## config.mk

```make
export PLATFORM = sky130hd
export DESIGN_NAME = rsc_reset_source_controller
export DESIGN_NICKNAME = d
export VERILOG_FILES = /design/src/rsc_pkg.sv /design/src/rsc_clock_loss_detector.sv /design/src/rsc_reset_source_controller.sv
export VERILOG_INCLUDE_DIRS = /design/src
export SDC_FILE = /design/constraint.sdc
export NUM_CORES = 1
export LEC_CHECK = 0
export BUFFER_PORTS_ARGS = -buffer_cell sky130_fd_sc_hd__buf_4
export CORE_MARGIN = 8
export CORE_UTILIZATION = 35
export DETAILED_ROUTE_END_ITERATION = 8
export PLACE_DENSITY = 0.63
export SYNTH_ARGS = -nofsm -noshare
export SYNTH_HDL_FRONTEND = slang
export SYNTH_HIERARCHICAL = 1
export SYNTH_SLANG_ARGS = --single-unit
```

## constraint.sdc

```tcl
create_clock -name i_core_clk -period 6 [get_ports i_core_clk]
set_input_delay 1.2 -clock i_core_clk [delete_from_list [all_inputs] [get_ports i_core_clk]]
set_output_delay 1.2 -clock i_core_clk [all_outputs]
set_load 0.01 [all_outputs]
```

## src/rsc_map.svh

```systemverilog
// rsc_map.svh: addresses, bit positions, reset values and timing counts
// of the reset source controller.
// assumes a 10 MHz core clock; included by bare name by the design files.
`ifndef RSC_MAP_SVH
`define RSC_MAP_SVH

// special-function register address
`define RSC_SFR_ADDR        8'hEF

// bit positions in reset_cause_and_enable
`define RSC_BIT_PIN         0
`define RSC_BIT_PWR         1
`define RSC_BIT_CLK         2
`define RSC_BIT_WDT         3
`define RSC_BIT_SW          4
`define RSC_BIT_CMP         5
`define RSC_BIT_MEM         6
`define RSC_BIT_RTC         7

// reset values
`define RSC_POR_CAUSE       8'h02
`define RSC_SYNC_RST        3'b110
`define RSC_RDATA_RST       8'h00

// timing
`define RSC_CLK_PERIOD_NS   100
`define RSC_CLK_LOSS_US     100
`define RSC_CLK_LOSS_CYC    ((`RSC_CLK_LOSS_US * 1000) / `RSC_CLK_PERIOD_NS)
`define RSC_WDT_DIV         12
`define RSC_HOLD_CYCLES     16

`endif

```

## src/rsc_pkg.sv

```systemverilog
// rsc_pkg.sv: types shared by the reset source controller files.
// assumes rsc_map.svh holds all numeric constants.
package rsc_pkg;

	// reset_cause_and_enable layout, bit 7 first
	typedef struct packed {
		logic rtc;
		logic mem;
		logic cmp;
		logic sw;
		logic wdt;
		logic clk;
		logic pwr;
		logic pin;
	} rsc_cause_t;

	// special-function register access from the core
	typedef struct packed {
		logic       wr;
		logic       rd;
		logic [7:0] addr;
		logic [7:0] wdata;
	} rsc_sfr_req_t;

	// gray along run -> hold -> wait; wait -> run changes both bits
	typedef enum logic [1:0] {
		RSC_ST_RUN  = 2'b00,
		RSC_ST_HOLD = 2'b01,
		RSC_ST_WAIT = 2'b11
	} rsc_state_t;

endpackage

```

## src/rsc_clock_loss_detector.sv

```systemverilog
// rsc_clock_loss_detector.sv: flags a system clock that stands still.
// assumes i_core_clk is a free-running detector clock independent of the
// system clock, which arrives here as a plain pin level.
`timescale 1ns/10ps
`include "rsc_map.svh"

module rsc_clock_loss_detector #(
	parameter int LIMIT = `RSC_CLK_LOSS_CYC
) (
	// clock and reset
	input  logic i_core_clk,
	input  logic i_rst,
	// observed clock and arming
	input  logic i_sys_clk_pin,
	input  logic i_arm,
	// result
	output logic o_timeout
);

	localparam int CW = $clog2(LIMIT + 1);

	logic          clk_meta;
	logic          clk_sync;
	logic          clk_prev;
	logic [CW-1:0] stall_cnt;

	wire           toggled      = clk_sync ^ clk_prev;
	wire           at_limit     = (stall_cnt == CW'(LIMIT));
	wire [CW-1:0]  next_stall   = (!i_arm || toggled) ? '0 :
	                              at_limit ? stall_cnt : stall_cnt + 1'b1;
	// timeout only after the level has stood longer than the limit
	wire           next_timeout = i_arm && !toggled && at_limit;

	always_ff @(posedge i_core_clk) begin
		if (i_rst) begin
			clk_meta  <= 1'b0;
			clk_sync  <= 1'b0;
			clk_prev  <= 1'b0;
			stall_cnt <= '0;
			o_timeout <= 1'b0;
		end else begin
			clk_meta  <= i_sys_clk_pin;
			clk_sync  <= clk_meta;
			clk_prev  <= clk_sync;
			stall_cnt <= next_stall;
			o_timeout <= next_timeout;
		end
	end

endmodule

```

## src/rsc_reset_source_controller.sv

```systemverilog
// rsc_reset_source_controller.sv: combines internal and external reset
// sources into one system reset and keeps per-source enables and the
// cause flags of the last reset in one special-function register.
// assumes i_rst is the power-on reset, synchronous to i_core_clk, and that
// the core drives the register port on the same clock.
`timescale 1ns/10ps
`include "rsc_map.svh"

////////////////////////////////////////////////////////////////////////////////
// Functional notes
// - clock stalled over 100 us forces reset
// - bit 2 reads 1 after clock-loss reset
// - bit 2 write enables clock-loss detector
// - clock-loss reset off in low power, restored
// - internal sources never drive reset pin
// - bit 5 write enables comparator reset
// - comparator low holds device in reset
// - bit 5 reads 1 after comparator reset
// - comparator reset in low power needs wake-up
// - watchdog enabled, clock divided by twelve
// - watchdog overflow resets, bit 3 read-only
// - watchdog reset off in low power, restored
// - illegal memory accesses reset the device
// - bit 6 reads 1 after memory error
// - rtc oscillator fail or alarm resets
// - bit 7 enables rtc reset, flags cause
// - rtc reset still works in low power
// - bit 4 write forces reset, flags cause
// - bit 1 enables supply monitor, flags power-on
// - other bits undefined while bit 1 set
// - bit 0 read-only, flags pin reset
module rsc_reset_source_controller
	import rsc_pkg::*;
#(
	parameter int HOLD_CYCLES = `RSC_HOLD_CYCLES,
	parameter int LOSS_CYCLES = `RSC_CLK_LOSS_CYC
) (
	// clock and power-on reset
	input  logic         i_core_clk,
	input  logic         i_rst,
	// special-function register port
	input  rsc_sfr_req_t i_sfr,
	output logic [7:0]   o_sfr_rdata,
	// pins and analog levels, asynchronous
	input  logic         i_pin_rst_n,
	input  logic         i_sys_clk_pin,
	input  logic         i_cmp0_out,
	input  logic         i_supply_low,
	// power state and wake-up configuration
	input  logic         i_low_power,
	input  logic         i_cmp0_wake_en,
	// watchdog
	input  logic         i_wdt_overflow,
	input  logic         i_wdt_disable,
	// program memory access checks
	input  logic         i_ps_write_en,
	input  logic         i_xdata_write,
	input  logic         i_write_above_lock,
	input  logic         i_table_read_above_lock,
	input  logic         i_branch_above_lock,
	input  logic         i_security_block,
	input  logic         i_supply_mon_on,
	// real-time clock events
	input  logic         i_rtc_osc_fail,
	input  logic         i_rtc_alarm,
	// results
	output logic         o_sys_rst,
	output logic         o_wdt_enable,
	output logic         o_wdt_tick,
	output logic         o_pin_drive_en
);

	localparam int HW = $clog2(HOLD_CYCLES + 1);
	localparam int DW = $clog2(`RSC_WDT_DIV);

	////////////////////////////////////////////////////////////////////////
	// memory access checking

	// a write or erase counts only with the store write enable set
	function automatic logic mem_illegal(
		input logic ps_we,
		input logic xwr,
		input logic wr_above,
		input logic rd_above,
		input logic br_above,
		input logic secured,
		input logic mon_on
	);
		logic store_write;
		store_write = ps_we && xwr;
		mem_illegal = (store_write && wr_above) || rd_above || br_above ||
		              secured || (store_write && !mon_on);
	endfunction

	////////////////////////////////////////////////////////////////////////
	// state

	rsc_state_t    state;
	rsc_cause_t    cause;
	logic [HW-1:0] hold_cnt;
	logic [DW-1:0] wdt_div;
	logic          en_clk;
	logic          en_cmp;
	logic          en_rtc;
	logic          en_pwr;
	logic [2:0]    pin_meta;
	logic [2:0]    pin_sync;
	logic          clk_timeout;

	////////////////////////////////////////////////////////////////////////
	// synchronised pins: {reset pin, comparator, supply low}

	wire pin_rst_n_s = pin_sync[2];
	wire cmp0_s      = pin_sync[1];
	wire supply_lo_s = pin_sync[0];

	always_ff @(posedge i_core_clk) begin
		if (i_rst) begin
			pin_meta <= `RSC_SYNC_RST;
			pin_sync <= `RSC_SYNC_RST;
		end else begin
			pin_meta <= {i_pin_rst_n, i_cmp0_out, i_supply_low};
			pin_sync <= pin_meta;
		end
	end

	////////////////////////////////////////////////////////////////////////
	// register decode

	wire in_run   = (state == RSC_ST_RUN);
	wire addr_hit = (i_sfr.addr == `RSC_SFR_ADDR);
	// writes while the core sits in reset are dropped
	wire wr_hit   = i_sfr.wr && addr_hit && in_run;
	wire rd_hit   = i_sfr.rd && addr_hit;

	////////////////////////////////////////////////////////////////////////
	// reset sources

	// clock-loss detector disarmed in low power; en_clk itself is kept
	wire clk_arm = en_clk && !i_low_power && in_run;

	rsc_clock_loss_detector #(
		.LIMIT (LOSS_CYCLES)
	) u_clock_loss_detector (
		.i_core_clk    (i_core_clk),
		.i_rst         (i_rst),
		.i_sys_clk_pin (i_sys_clk_pin),
		.i_arm         (clk_arm),
		.o_timeout     (clk_timeout)
	);

	wire src_pin = !pin_rst_n_s;
	// comparator output low means non-inverting below inverting
	wire src_cmp = en_cmp && !cmp0_s && (!i_low_power || i_cmp0_wake_en);
	wire src_pwr = en_pwr && supply_lo_s;
	wire src_clk = clk_timeout;
	// overflow ignored in low power; the watchdog keeps its own setting
	wire src_wdt = i_wdt_overflow && !i_low_power;
	wire src_mem = mem_illegal(i_ps_write_en, i_xdata_write, i_write_above_lock,
	                           i_table_read_above_lock, i_branch_above_lock,
	                           i_security_block, i_supply_mon_on);
	// rtc path has no low-power gating at all
	wire src_rtc = en_rtc && (i_rtc_osc_fail || i_rtc_alarm);
	wire src_sw  = wr_hit && i_sfr.wdata[`RSC_BIT_SW];

	rsc_cause_t cause_now;
	assign cause_now.rtc = src_rtc;
	assign cause_now.mem = src_mem;
	assign cause_now.cmp = src_cmp;
	assign cause_now.sw  = src_sw;
	assign cause_now.wdt = src_wdt;
	assign cause_now.clk = src_clk;
	assign cause_now.pwr = src_pwr;
	assign cause_now.pin = src_pin;

	// one system reset from every enabled source
	wire any_src    = |cause_now;
	// level sources keep the device in reset until they go away
	wire level_hold = src_pin || src_cmp || src_pwr;

	////////////////////////////////////////////////////////////////////////
	// reset sequencer

	wire hold_done = (hold_cnt == '0);

	rsc_state_t next_state;
	always_comb begin
		next_state = state;
		case (state)
			RSC_ST_RUN: begin
				if (any_src) begin
					next_state = RSC_ST_HOLD;
				end
			end
			RSC_ST_HOLD: begin
				if (hold_done) begin
					next_state = RSC_ST_WAIT;
				end
			end
			RSC_ST_WAIT: begin
				if (!level_hold) begin
					next_state = RSC_ST_RUN;
				end
			end
			default: begin
				next_state = RSC_ST_HOLD;
			end
		endcase
	end

	wire [HW-1:0] next_hold_cnt = (state == RSC_ST_HOLD) ?
	                              (hold_done ? hold_cnt : hold_cnt - 1'b1) :
	                              HW'(HOLD_CYCLES - 1);
	wire          next_sys_rst  = (next_state != RSC_ST_RUN);

	// flags replaced only at the moment a new reset is taken, so each
	// reads 0 unless its own source caused the last reset
	wire capture = in_run && any_src;
	wire rsc_cause_t next_cause = capture ? cause_now : cause;

	always_ff @(posedge i_core_clk) begin
		if (i_rst) begin
			state    <= RSC_ST_HOLD;
			hold_cnt <= HW'(HOLD_CYCLES - 1);
			o_sys_rst <= 1'b1;
			// power-on clears the other flags, they carry no meaning then
			cause    <= `RSC_POR_CAUSE;
		end else begin
			state    <= next_state;
			hold_cnt <= next_hold_cnt;
			o_sys_rst <= next_sys_rst;
			cause    <= next_cause;
		end
	end

	////////////////////////////////////////////////////////////////////////
	// enables: write-only halves of bits 7, 5, 2, 1

	wire next_en_clk = wr_hit ? i_sfr.wdata[`RSC_BIT_CLK] : en_clk;
	wire next_en_cmp = wr_hit ? i_sfr.wdata[`RSC_BIT_CMP] : en_cmp;
	wire next_en_rtc = wr_hit ? i_sfr.wdata[`RSC_BIT_RTC] : en_rtc;
	wire next_en_pwr = wr_hit ? i_sfr.wdata[`RSC_BIT_PWR] : en_pwr;

	always_ff @(posedge i_core_clk) begin
		if (i_rst) begin
			en_clk <= 1'b0;
			en_cmp <= 1'b0;
			en_rtc <= 1'b0;
			en_pwr <= 1'b1;
		end else begin
			en_clk <= next_en_clk;
			en_cmp <= next_en_cmp;
			en_rtc <= next_en_rtc;
			en_pwr <= next_en_pwr;
		end
	end

	////////////////////////////////////////////////////////////////////////
	// read side: reads always return the cause flags

	// bits 6, 3 and 0 have no write effect at all
	wire [7:0] next_rdata = rd_hit ? cause : 8'h00;

	always_ff @(posedge i_core_clk) begin
		if (i_rst) begin
			o_sfr_rdata <= `RSC_RDATA_RST;
		end else begin
			o_sfr_rdata <= next_rdata;
		end
	end

	////////////////////////////////////////////////////////////////////////
	// watchdog enable and divide-by-twelve tick

	wire          div_wrap       = (wdt_div == DW'(`RSC_WDT_DIV - 1));
	wire [DW-1:0] next_wdt_div   = (next_sys_rst || div_wrap) ? '0 : wdt_div + 1'b1;
	// any reset re-enables it; only the watchdog's own control turns it off
	wire          next_wdt_en    = next_sys_rst ? 1'b1 :
	                               (i_wdt_disable ? 1'b0 : o_wdt_enable);
	wire          next_wdt_tick  = !next_sys_rst && div_wrap;

	always_ff @(posedge i_core_clk) begin
		if (i_rst) begin
			wdt_div      <= '0;
			o_wdt_enable <= 1'b1;
			o_wdt_tick   <= 1'b0;
		end else begin
			wdt_div      <= next_wdt_div;
			o_wdt_enable <= next_wdt_en;
			o_wdt_tick   <= next_wdt_tick;
		end
	end

	////////////////////////////////////////////////////////////////////////
	// reset pin is input only; no internal source ever drives it

	always_ff @(posedge i_core_clk) begin
		o_pin_drive_en <= 1'b0;
	end

endmodule

```

==> impl_metrics.csv, run 1 <==
group,metric,value,unit
status,status,"finished clean",
logic_synthesis,synth_area_leaders,"dfxtp_1 50%, mux2i_1 3.7%, nor2b_1 3.5%",
worst_hold_path,min_path_type,"flip-flop to flip-flop",
worst_setup_path,worstPathRequired,6.20,ns
timing,fin_crit_sh,0.474,
logic_synthesis,yosys-top-cells-count,"54 x dfxtp_1, 16 x nor2_1, 12 x nand2_1, 12 x nor2b_1, 9 x inv_1",
finish,layout.cells.non_filler,344,
logic_synthesis,synth_cell_types,52,
global_routing,grt_pass1_wl,7140,um
timing,finalHoldViolCount,0,
worst_setup_path,cpPeakStageDelay,0.51,ns
worst_setup_path,crit_slowest_cell,"or4_4",
finish,regArea,1080,um2
drt,ant_nets,0,
run,cap_violations,0,
worst_setup_path,crit_buf_inv,1,
floorplan,fp-row-count,28,
logic_synthesis,synthFlopType,"dfxtp_1",
global_routing,grt_pass1_vias,1593,
finish,diodes,0,
global_routing,overflow,0,
drt,drt_iter0_markers,62,
place,dp_hpwl,3300,um
clocking,cts_tree,"built",
drt,wl_per_cell,12.5,um
global_routing,busiest_layer,"met2",
logic_synthesis,synthMuxAreaShare,0.0425,
logic_synthesis,synth_nets,262,
global_routing,grt_max_degree,27,
drt,drcViolationCount,0,
logic_synthesis,syn_avg_cell_area,9.73,um2
pwr,ir_drop,0.119,mV
worst_hold_path,min_from,"pin_meta[1]",
logic_synthesis,ys_seq_area_frac,0.503,
drt,num_vias,1672,
finish,synthToLayoutAreaGrowth,23.8,%
floorplan,core_area,5920,um2
timing,setup_viol,0,
clocking,cts.sinks,54,
clocking,cts_resized,0,
clocking,htreeDepth,2,
logic_synthesis,synthCells,221,
clocking,path_clk_slew,0.09,ns
floorplan,dieArea,8910,um2
logic_synthesis,yosysWarnings,6,
pwr,powerDensity,237,nW/um2
finish,drive_above_1_share,0.238,
global_routing,grt.met2_usage,0.166,
logic_synthesis,synth_edf_count,0,
clocking,cts-root-buf,"clkbuf_8",
worst_setup_path,startpoint,"i_rtc_alarm",
logic_synthesis,synth.most_common_cell,"dfxtp_1",
logic_synthesis,synth_top_family_by_area,"simple AND/OR/NAND/NOR gates",
clocking,ctsHoldBuffers,0,
logic_synthesis,syn-cell-area,2150,um2
pwr,leakage,0.994,nW
clocking,post_cts_buffers,0,
clocking,clock_latency,0.30,ns
worst_setup_path,cp-start-kind,"input pin",
logic_synthesis,ys_seq_elements,54,
logic_synthesis,synthXorXnorAreaFrac,0.0326,
clocking,clockBufferDepth,2,
place,gp_congestion,0.764,
timing,slew-limit-headroom,0.297,
finish,multi_input_area,1020,um2
timing,finalCriticalPeriod,2.84,ns
logic_synthesis,synth_simple_gate_area_frac,0.281,
timing,clock.fmax,352,MHz
timing,rsz0062_at_grt,"no",
worst_setup_path,r2r_start,"hold_cnt[0]",
global_routing,track_usage,0.101,
logic_synthesis,synth-compound-area-share,0.0919,
place,port_buffers,44,
clocking,cts_inserted_buffers,5,
global_routing,grt_util_met1,0.119,
worst_setup_path,worstSetupPathType,"input pin to flip-flop",
floorplan,die_x,94.4,um
floorplan,start_util,0.363,
logic_synthesis,netlist.area_leader.share,0.503,
timing,fin_skew,0.00444,ns
worst_setup_path,critPathMaxFanout,7,
logic_synthesis,yosysTopAreaCell,"dfxtp_1",
drt,firstDrtPassIters,4,
finish,final_nets,309,
worst_setup_path,crit_chain,"buf_4, o21a_1, or3_4, or4_4, a221o_2, a21o_1",
drt,viasPerCell,4.86,
drt,routed_wl,4300,um
floorplan,die_y,94.4,um
logic_synthesis,async_reset_ff_frac,0,
timing,slew_viol_final,0,
global_routing,antenna_found_initial,0,
place,dp_cells,336,
floorplan,io_pins,49,
worst_setup_path,worstPathArrival,3.05,ns
worst_setup_path,end_kind,"flip-flop",
worst_setup_path,critPathTopFamily,"simple AND/OR/NAND/NOR gates",
finish,n_fill_cell,585,
timing,tightest_slew,1.04,ns
timing,setup_tns,0,ns
global_routing,grt.met3_usage,0.0302,
logic_synthesis,synth_fa_ha_area_frac,0.0233,
-- worst reg2reg max path, delay by kind of cell (launching register included) --
| kind | cells | cell delay (ns) |
|---|---|---|
| compound gates | 2 | 0.54 |
| flops | 1 | 0.32 |
| buf+inv | 1 | 0.09 |
| fa+ha+maj | 1 | 0.20 |
| simple gates | 3 | 0.95 |
-- path summary, 6_finish.rpt --
| kind | cells past startpoint | to | slack [ns] |
|---|---|---|---|
| max | 6 | o_wdt_enable | 3.16 |
| min | 1 | pin_sync[1] | 0.42 |
| max reg2reg | 7 | wdt_div[0] | 3.79 |
| min reg2reg | 1 | pin_sync[1] | 0.42 |
-- area by class of cell --
class                      count  share of cell area
clock buffer                   7              0.0287
multi-input combinational    154               0.382
tap                           75              0.0352
inverter                       9              0.0127
sequential                    54               0.406
clock inverter                 1              0.0113
timing repair buffer          44               0.124
-- metal layers --
metal	routed length (um)	up-vias
met5	0	-
li1	-	860
met2	2130	32
met3	233	5
met1	1860	775
met4	77	0
-- sequential cells by signal (all words and copies together), names as in the netlist, 2 cells and up --
register and count:
cause 8, hold_cnt 5, o_sfr_rdata 8, pin_meta 3, pin_sync 3, state 2, u_clock_loss_detector/stall_cnt 10, wdt_div 4
-- stage by stage --
stage	power (mW)	utilization	hold WS [ns]	worst slack, ns	cell area [um2]
after global routing	0.662	0.450	0.446	3.11	2660
after global placement	0.407	0.432	0.393	2.85	2560
after floorplan	0.388	-	0.389	3.07	2150
after detailed placement	0.407	0.432	0.397	2.84	2560
after CTS	0.641	0.450	0.418	3.16	2660
final	0.631	0.450	0.416	3.16	2660
-- cells by family after synthesis --
kind of cell,count (synthesis)
other,1
buffers and inverters,13
xor gates and xnor gates,8
DFF,54
adders and majority gates,4
AOI/OAI and AO/OA,30
and+or+nand+nor,102
muxes,9
-- power by group --
group	switching [mW]	internal [mW]
sequential	0.00186	0.362
clock	0.108	0.125
combinational	0.0130	0.0210
total	0.123	0.508
-- cell usage in the layout (no fill, tap or decap), types with 3 or more instances in the layout --
cell	instances
nor2_1	16
mux2i_1	8
clkbuf_8	5
nor2b_1	12
inv_1	9
ha_1	4
o21ai_1	5
nand3_1	8
o31ai_1	3
xnor2_1	6
nor3_1	8
and2_1	8
nand2b_1	3
nand4_1	3
nor3_2	3
dfxtp_1	54
buf_4	44
and3_1	4
a21oi_1	8
nand2_1	12
or2_2	4
o21ai_0	3
Note: power is estimated with default switching activity, not from simulation.
==> run 2: changes to the inputs <==
==> constraint.sdc (replaced) <==
create_clock -name i_core_clk -period 2.72 [get_ports i_core_clk]
set_input_delay 0.544 -clock i_core_clk [delete_from_list [all_inputs] [get_ports i_core_clk]]
set_output_delay 0.544 -clock i_core_clk [all_outputs]
set_load 0.01 [all_outputs]
==> run 2 against run 1 <==
Sequential power grew 120%; largest power group unchanged; cell count grew 0.87%; critical path depth is the same; wire length is the same; highest routed layer unchanged; power grew 120%; hold slack is essentially flat; clock skew grew 0.0082 ns; die area is the same; non-clock buffer count grew 3.
==> impl_metrics.csv, run 2 (synthesized netlist as in run 1, its figures left out) <==
group,metric,value,unit
timing,slew_viol_final,0,
finish,largest_reg_flops,10,
timing,whs,0.417,ns
timing,rsz0062_at_grt,"no",
finish,top_register,"u_clock_loss_detector/stall_cnt",
drt,viasPerCell,4.78,
finish,layout_common_cells,"54 x dfxtp_1, 47 x buf_4, 16 x nor2_1, 12 x nand2_1, 12 x nor2b_1",
timing,fin_skew,0.0126,ns
timing,slew-limit-headroom,0.610,
place,port_buffers,44,
floorplan,start_util,0.363,
floorplan,die_x,94.4,um
floorplan,dieArea,8910,um2
finish,reg.largest.list,"u_clock_loss_detector/stall_cnt: 10 flops, cause: 8 flops, o_sfr_rdata: 8 flops",
drt,routed_wl,4300,um
clocking,cts_resized,0,
place,dp_hpwl,3290,um
finish,diodes,0,
floorplan,io_pins,49,
finish,final_nets,312,
drt,drt_iter0_markers,52,
drt,ant_nets,0,
status,status,"finished clean",
place,gp_congestion,0.742,
clocking,path_clk_slew,0.10,ns
clocking,htreeDepth,2,
worst_hold_path,min_path_type,"input pin to flip-flop",
worst_setup_path,end_kind,"flip-flop",
pwr,leakage,1.02,nW
timing,setup_viol,0,
drt,firstDrtPassIters,4,
timing,tightest_slew,0.580,ns
pwr,powerDensity,526,nW/um2
run,cap_violations,0,
floorplan,fp-row-count,28,
finish,drive_above_1_share,0.254,
drt,num_vias,1657,
timing,clock.fmax,461,MHz
global_routing,track_usage,0.0988,
global_routing,overflow,0,
drt,wl_per_cell,12.4,um
floorplan,core_area,5920,um2
clocking,clockBufferDepth,2,
global_routing,grt_pass1_wl,7120,um
timing,fin_crit_sh,0.797,
clocking,cts.sinks,54,
finish,mostFrequentLayoutCell,"dfxtp_1",
worst_setup_path,worstSetupPathType,"input pin to flip-flop",
clocking,post_cts_buffers,0,
clocking,cts_tree,"built",
global_routing,grt_max_degree,27,
worst_setup_path,worstPathRequired,2.93,ns
clocking,cts_inserted_buffers,5,
timing,finalHoldViolCount,0,
worst_setup_path,critPathMaxFanout,7,
floorplan,die_y,94.4,um
pwr,ir_drop,0.295,mV
timing,finalCriticalPeriod,2.17,ns
timing,setup_tns,0,ns
clocking,ctsHoldBuffers,0,
drt,drcViolationCount,0,
clocking,clock_latency,0.30,ns
place,dp_cells,339,
global_routing,antenna_found_initial,0,
clocking,cts-root-buf,"clkbuf_8",
worst_setup_path,cp-start-kind,"input pin",
worst_setup_path,worstPathArrival,2.38,ns
finish,synthToLayoutAreaGrowth,25.1,%
worst_setup_path,reg2reg_slack,0.63,ns
global_routing,grt_pass1_vias,1611,
finish,layout.cells.non_filler,347,
==> run 2: cell count changes in the layout (fill, tap and decap cells not counted) <==
cell,change
buf_4,+3
clkbuf_1,-2
clkinv_2,+1
inv_6,+1
==> run 2: path summary, 6_finish.rpt <==
| kind | start | endpoint | cells past startpoint |
|---|---|---|---|
| setup reg to reg | en_rtc | o_wdt_enable | 5 |
| setup / recovery | i_rtc_alarm | o_wdt_enable | 6 |
| hold / removal | i_cmp0_out | pin_meta[1] | 2 |
| hold reg to reg | pin_meta[2] | pin_sync[2] | 1 |
==> run 2: metrics by stage <==
stage          total power, mW   util  cell area [um2]  worst slack (ns)
5_1_grt                   1.47  0.455             2690             0.496
4_1_cts                   1.43  0.455             2690             0.552
3_3_place_gp             0.897  0.436             2580             0.229
2_1_floorplan            0.855      -             2150             0.444
3_5_place_dp             0.899  0.436             2580             0.223
6_report                  1.41  0.455             2690             0.553
==> run 2: where the power goes <==
group          leakage, nW  internal, mW  total, mW  switching [mW]
combinational        0.520        0.0464     0.0757          0.0293
clock               0.0585         0.276      0.535           0.259
sequential           0.438         0.800      0.804         0.00425
==> run 2: area by class of cell <==
type / instances / area [um2]
flip-flops and latches: 54 / 1080
multi-input cells: 154 / 1020
well taps: 75 / 93.8
repair buffers: 47 / 353
clock inverters: 3 / 43.8
inverters: 9 / 33.8
fillers: 563 / 3230
clock buffers: 5 / 68.8
==> run 2: per-layer routing <==
layer  part of all wire  track usage  vias up
met5                  0            0        -
li1                   -            -      866
met3              0.036       0.0246        5
met4              0.014       0.0436        0
met1               0.46        0.114      763
met2               0.49        0.169       23
==> run 2: critical path, cell delays in order <==
cell,delay [ns]
buf_4,0.11
o21a_1,0.21
or3_4,0.38
or4_4,0.50
a221o_2,0.46
a21o_1,0.18
==> run 3: changes to the inputs <==
==> constraint.sdc (replaced) <==
create_clock -name i_core_clk -period 2.1 [get_ports i_core_clk]
set_input_delay 0.42 -clock i_core_clk [delete_from_list [all_inputs] [get_ports i_core_clk]]
set_output_delay 0.42 -clock i_core_clk [all_outputs]
set_load 0.01 [all_outputs]
==> run 3 against run 2 <==
Hold slack lost 0.13 ns; count of clock-buffer cells in the layout up 1; first-iteration DRC count decreased by 3.8%; global-route usage increased by 0.12 points; critical path type is now flip-flop to flip-flop; clock power is 58% higher; power grew 41%.
==> impl_metrics.csv, run 3 (synthesized netlist as in run 1, its figures left out) <==
group,metric,value,unit
global_routing,overflow,0,
finish,largest_reg_flops,10,
place,place_ws,-0.182,ns
worst_setup_path,crit_slowest_cell,"a221o_2",
pwr,powerDensity,709,nW/um2
finish,diodes,0,
floorplan,core_area,5920,um2
run,cap_violations,0,
drt,drt_iter0_markers,50,
pwr,ir_drop,0.329,mV
floorplan,start_util,0.363,
pwr,pwr-share-comb,0.054,
drt,drcViolationCount,0,
clocking,path_clk_slew,0.10,ns
drt,ant_nets,0,
global_routing,antenna_found_initial,0,
worst_hold_path,hold_end,"pin_meta[1]",
global_routing,grt_pass1_vias,1548,
pwr,intPower,1.61,mW
clocking,clockBufferDepth,2,
floorplan,die_y,94.4,um
pwr,total_power,1.99,mW
worst_setup_path,worstPathArrival,2.20,ns
pwr,leakage,1.09,nW
pwr,p_switching,0.382,mW
finish,layout_common_cells,"59 x buf_4, 54 x dfxtp_1, 16 x nor2_1, 12 x nand2_1, 12 x nor2b_1",
finish,layout.cells.non_filler,359,
worst_setup_path,ff2ff_path_depth,5,
clocking,cts_tree,"built",
finish,drive_above_1_share,0.285,
drt,routed_wl,4270,um
timing,finalCriticalPeriod,1.98,ns
timing,slew-limit-headroom,0.616,
timing,setup_viol,0,
timing,slew_viol_final,0,
drt,wl_per_cell,11.9,um
worst_hold_path,min_path_type,"input pin to flip-flop",
pwr,p_clk_frac,0.424,
worst_setup_path,critPathMaxFanout,7,
clocking,htreeDepth,2,
worst_setup_path,end_kind,"flip-flop",
worst_setup_path,worstPathRequired,2.32,ns
worst_setup_path,cp-start-kind,"flip-flop",
finish,final_nets,324,
timing,clock.fmax,505,MHz
clocking,cts_inserted_buffers,5,
floorplan,dieArea,8910,um2
worst_setup_path,reg2reg_slack,0.12,ns
finish,synthToLayoutAreaGrowth,30.7,%
timing,timing.final.ws_setup,0.119,ns
clocking,cts.sinks,54,
timing,whs,0.283,ns
worst_setup_path,r2r_start,"en_rtc",
timing,tightest_slew,0.571,ns
clocking,ctsHoldBuffers,0,
drt,firstDrtPassIters,4,
status,status,"finished clean",
timing,fin_crit_sh,0.943,
clocking,post_cts_buffers,0,
worst_hold_path,hold_depth,2,
finish,mostFrequentLayoutCell,"buf_4",
finish,top_register,"u_clock_loss_detector/stall_cnt",
global_routing,track_usage,0.100,
place,gp_congestion,0.801,
place,dp_hpwl,3280,um
place,dp_cells,351,
global_routing,grt_pass1_wl,7140,um
worst_setup_path,worstSetupPathType,"flip-flop to flip-flop",
timing,fin_skew,0.00938,ns
pwr,switching_share,0.192,
drt,num_vias,1665,
drt,viasPerCell,4.64,
timing,finalHoldViolCount,0,
floorplan,fp-row-count,28,
timing,rsz0062_at_grt,"no",
place,port_buffers,44,
global_routing,grt_max_degree,27,
worst_setup_path,crit_chain,"o21a_1, or3_4, or4_4, a221o_2, a21o_1",
worst_setup_path,cpPeakStageDelay,0.48,ns
floorplan,die_x,94.4,um
worst_setup_path,reg2reg_to,"o_wdt_enable",
finish,fin_util,0.475,
floorplan,io_pins,49,
worst_hold_path,min_from,"i_cmp0_out",
clocking,clock_latency,0.31,ns
pwr,seq_power_share,0.522,
finish,reg.largest.list,"u_clock_loss_detector/stall_cnt: 10 flops, cause: 8 flops, o_sfr_rdata: 8 flops",
clocking,cts_resized,0,
clocking,cts-root-buf,"clkbuf_8",
==> run 3: worst max path at each step <==
stage,from,to,slack (ns)
global placement,i_rtc_alarm,o_wdt_enable,-0.18
global route,en_rtc,wdt_div[3],0.03
floorplan,i_low_power,o_wdt_enable,0.002
CTS,en_rtc,o_wdt_enable,0.11
finish,en_rtc,o_wdt_enable,0.12
detailed placement,i_rtc_alarm,o_wdt_enable,-0.18
==> run 3: routing by layer <==
metal,track usage,up-vias,share of wire
met5,0,-,0
met4,0.0436,0,0.017
met3,0.0294,5,0.042
met2,0.159,24,0.45
met1,0.123,742,0.49
li1,-,894,-
==> run 3: final cells by class <==
class | count | area (um2)
inverter | 9 | 33.8
sequential | 54 | 1080
timing repair buffer | 59 | 443
fill | 586 | 3110
clock buffer | 6 | 82.6
tap | 75 | 93.8
multi-input combinational | 154 | 1020
clock inverter | 2 | 60.1
==> run 3: through the flow <==
stage	setup TNS [ns]	cell area [um2]
6_report	0	2810
5_1_grt	0	2810
4_1_cts	0	2810
3_5_place_dp	-0.921	2670
3_3_place_gp	-0.856	2670
2_1_floorplan	0	2150
==> run 3: worst max-delay path: cells and delay by family (launching register included) <==
kind	cells	cell delay, ns
AO/OA/AOI/OAI	3	0.78
AND/OR/NAND/NOR	2	0.77
flip-flops	1	0.33
==> run 3: power groups by stage <==
stage	Combinational, mW	Clock, mW	Sequential, mW
4_1_cts	0.108	0.870	1.04
3_3_place_gp	0.107	0	1.06
6_report	0.107	0.846	1.04
2_1_floorplan	0.0439	0	1.06
5_1_grt	0.118	0.910	1.04
3_5_place_dp	0.108	0	1.07
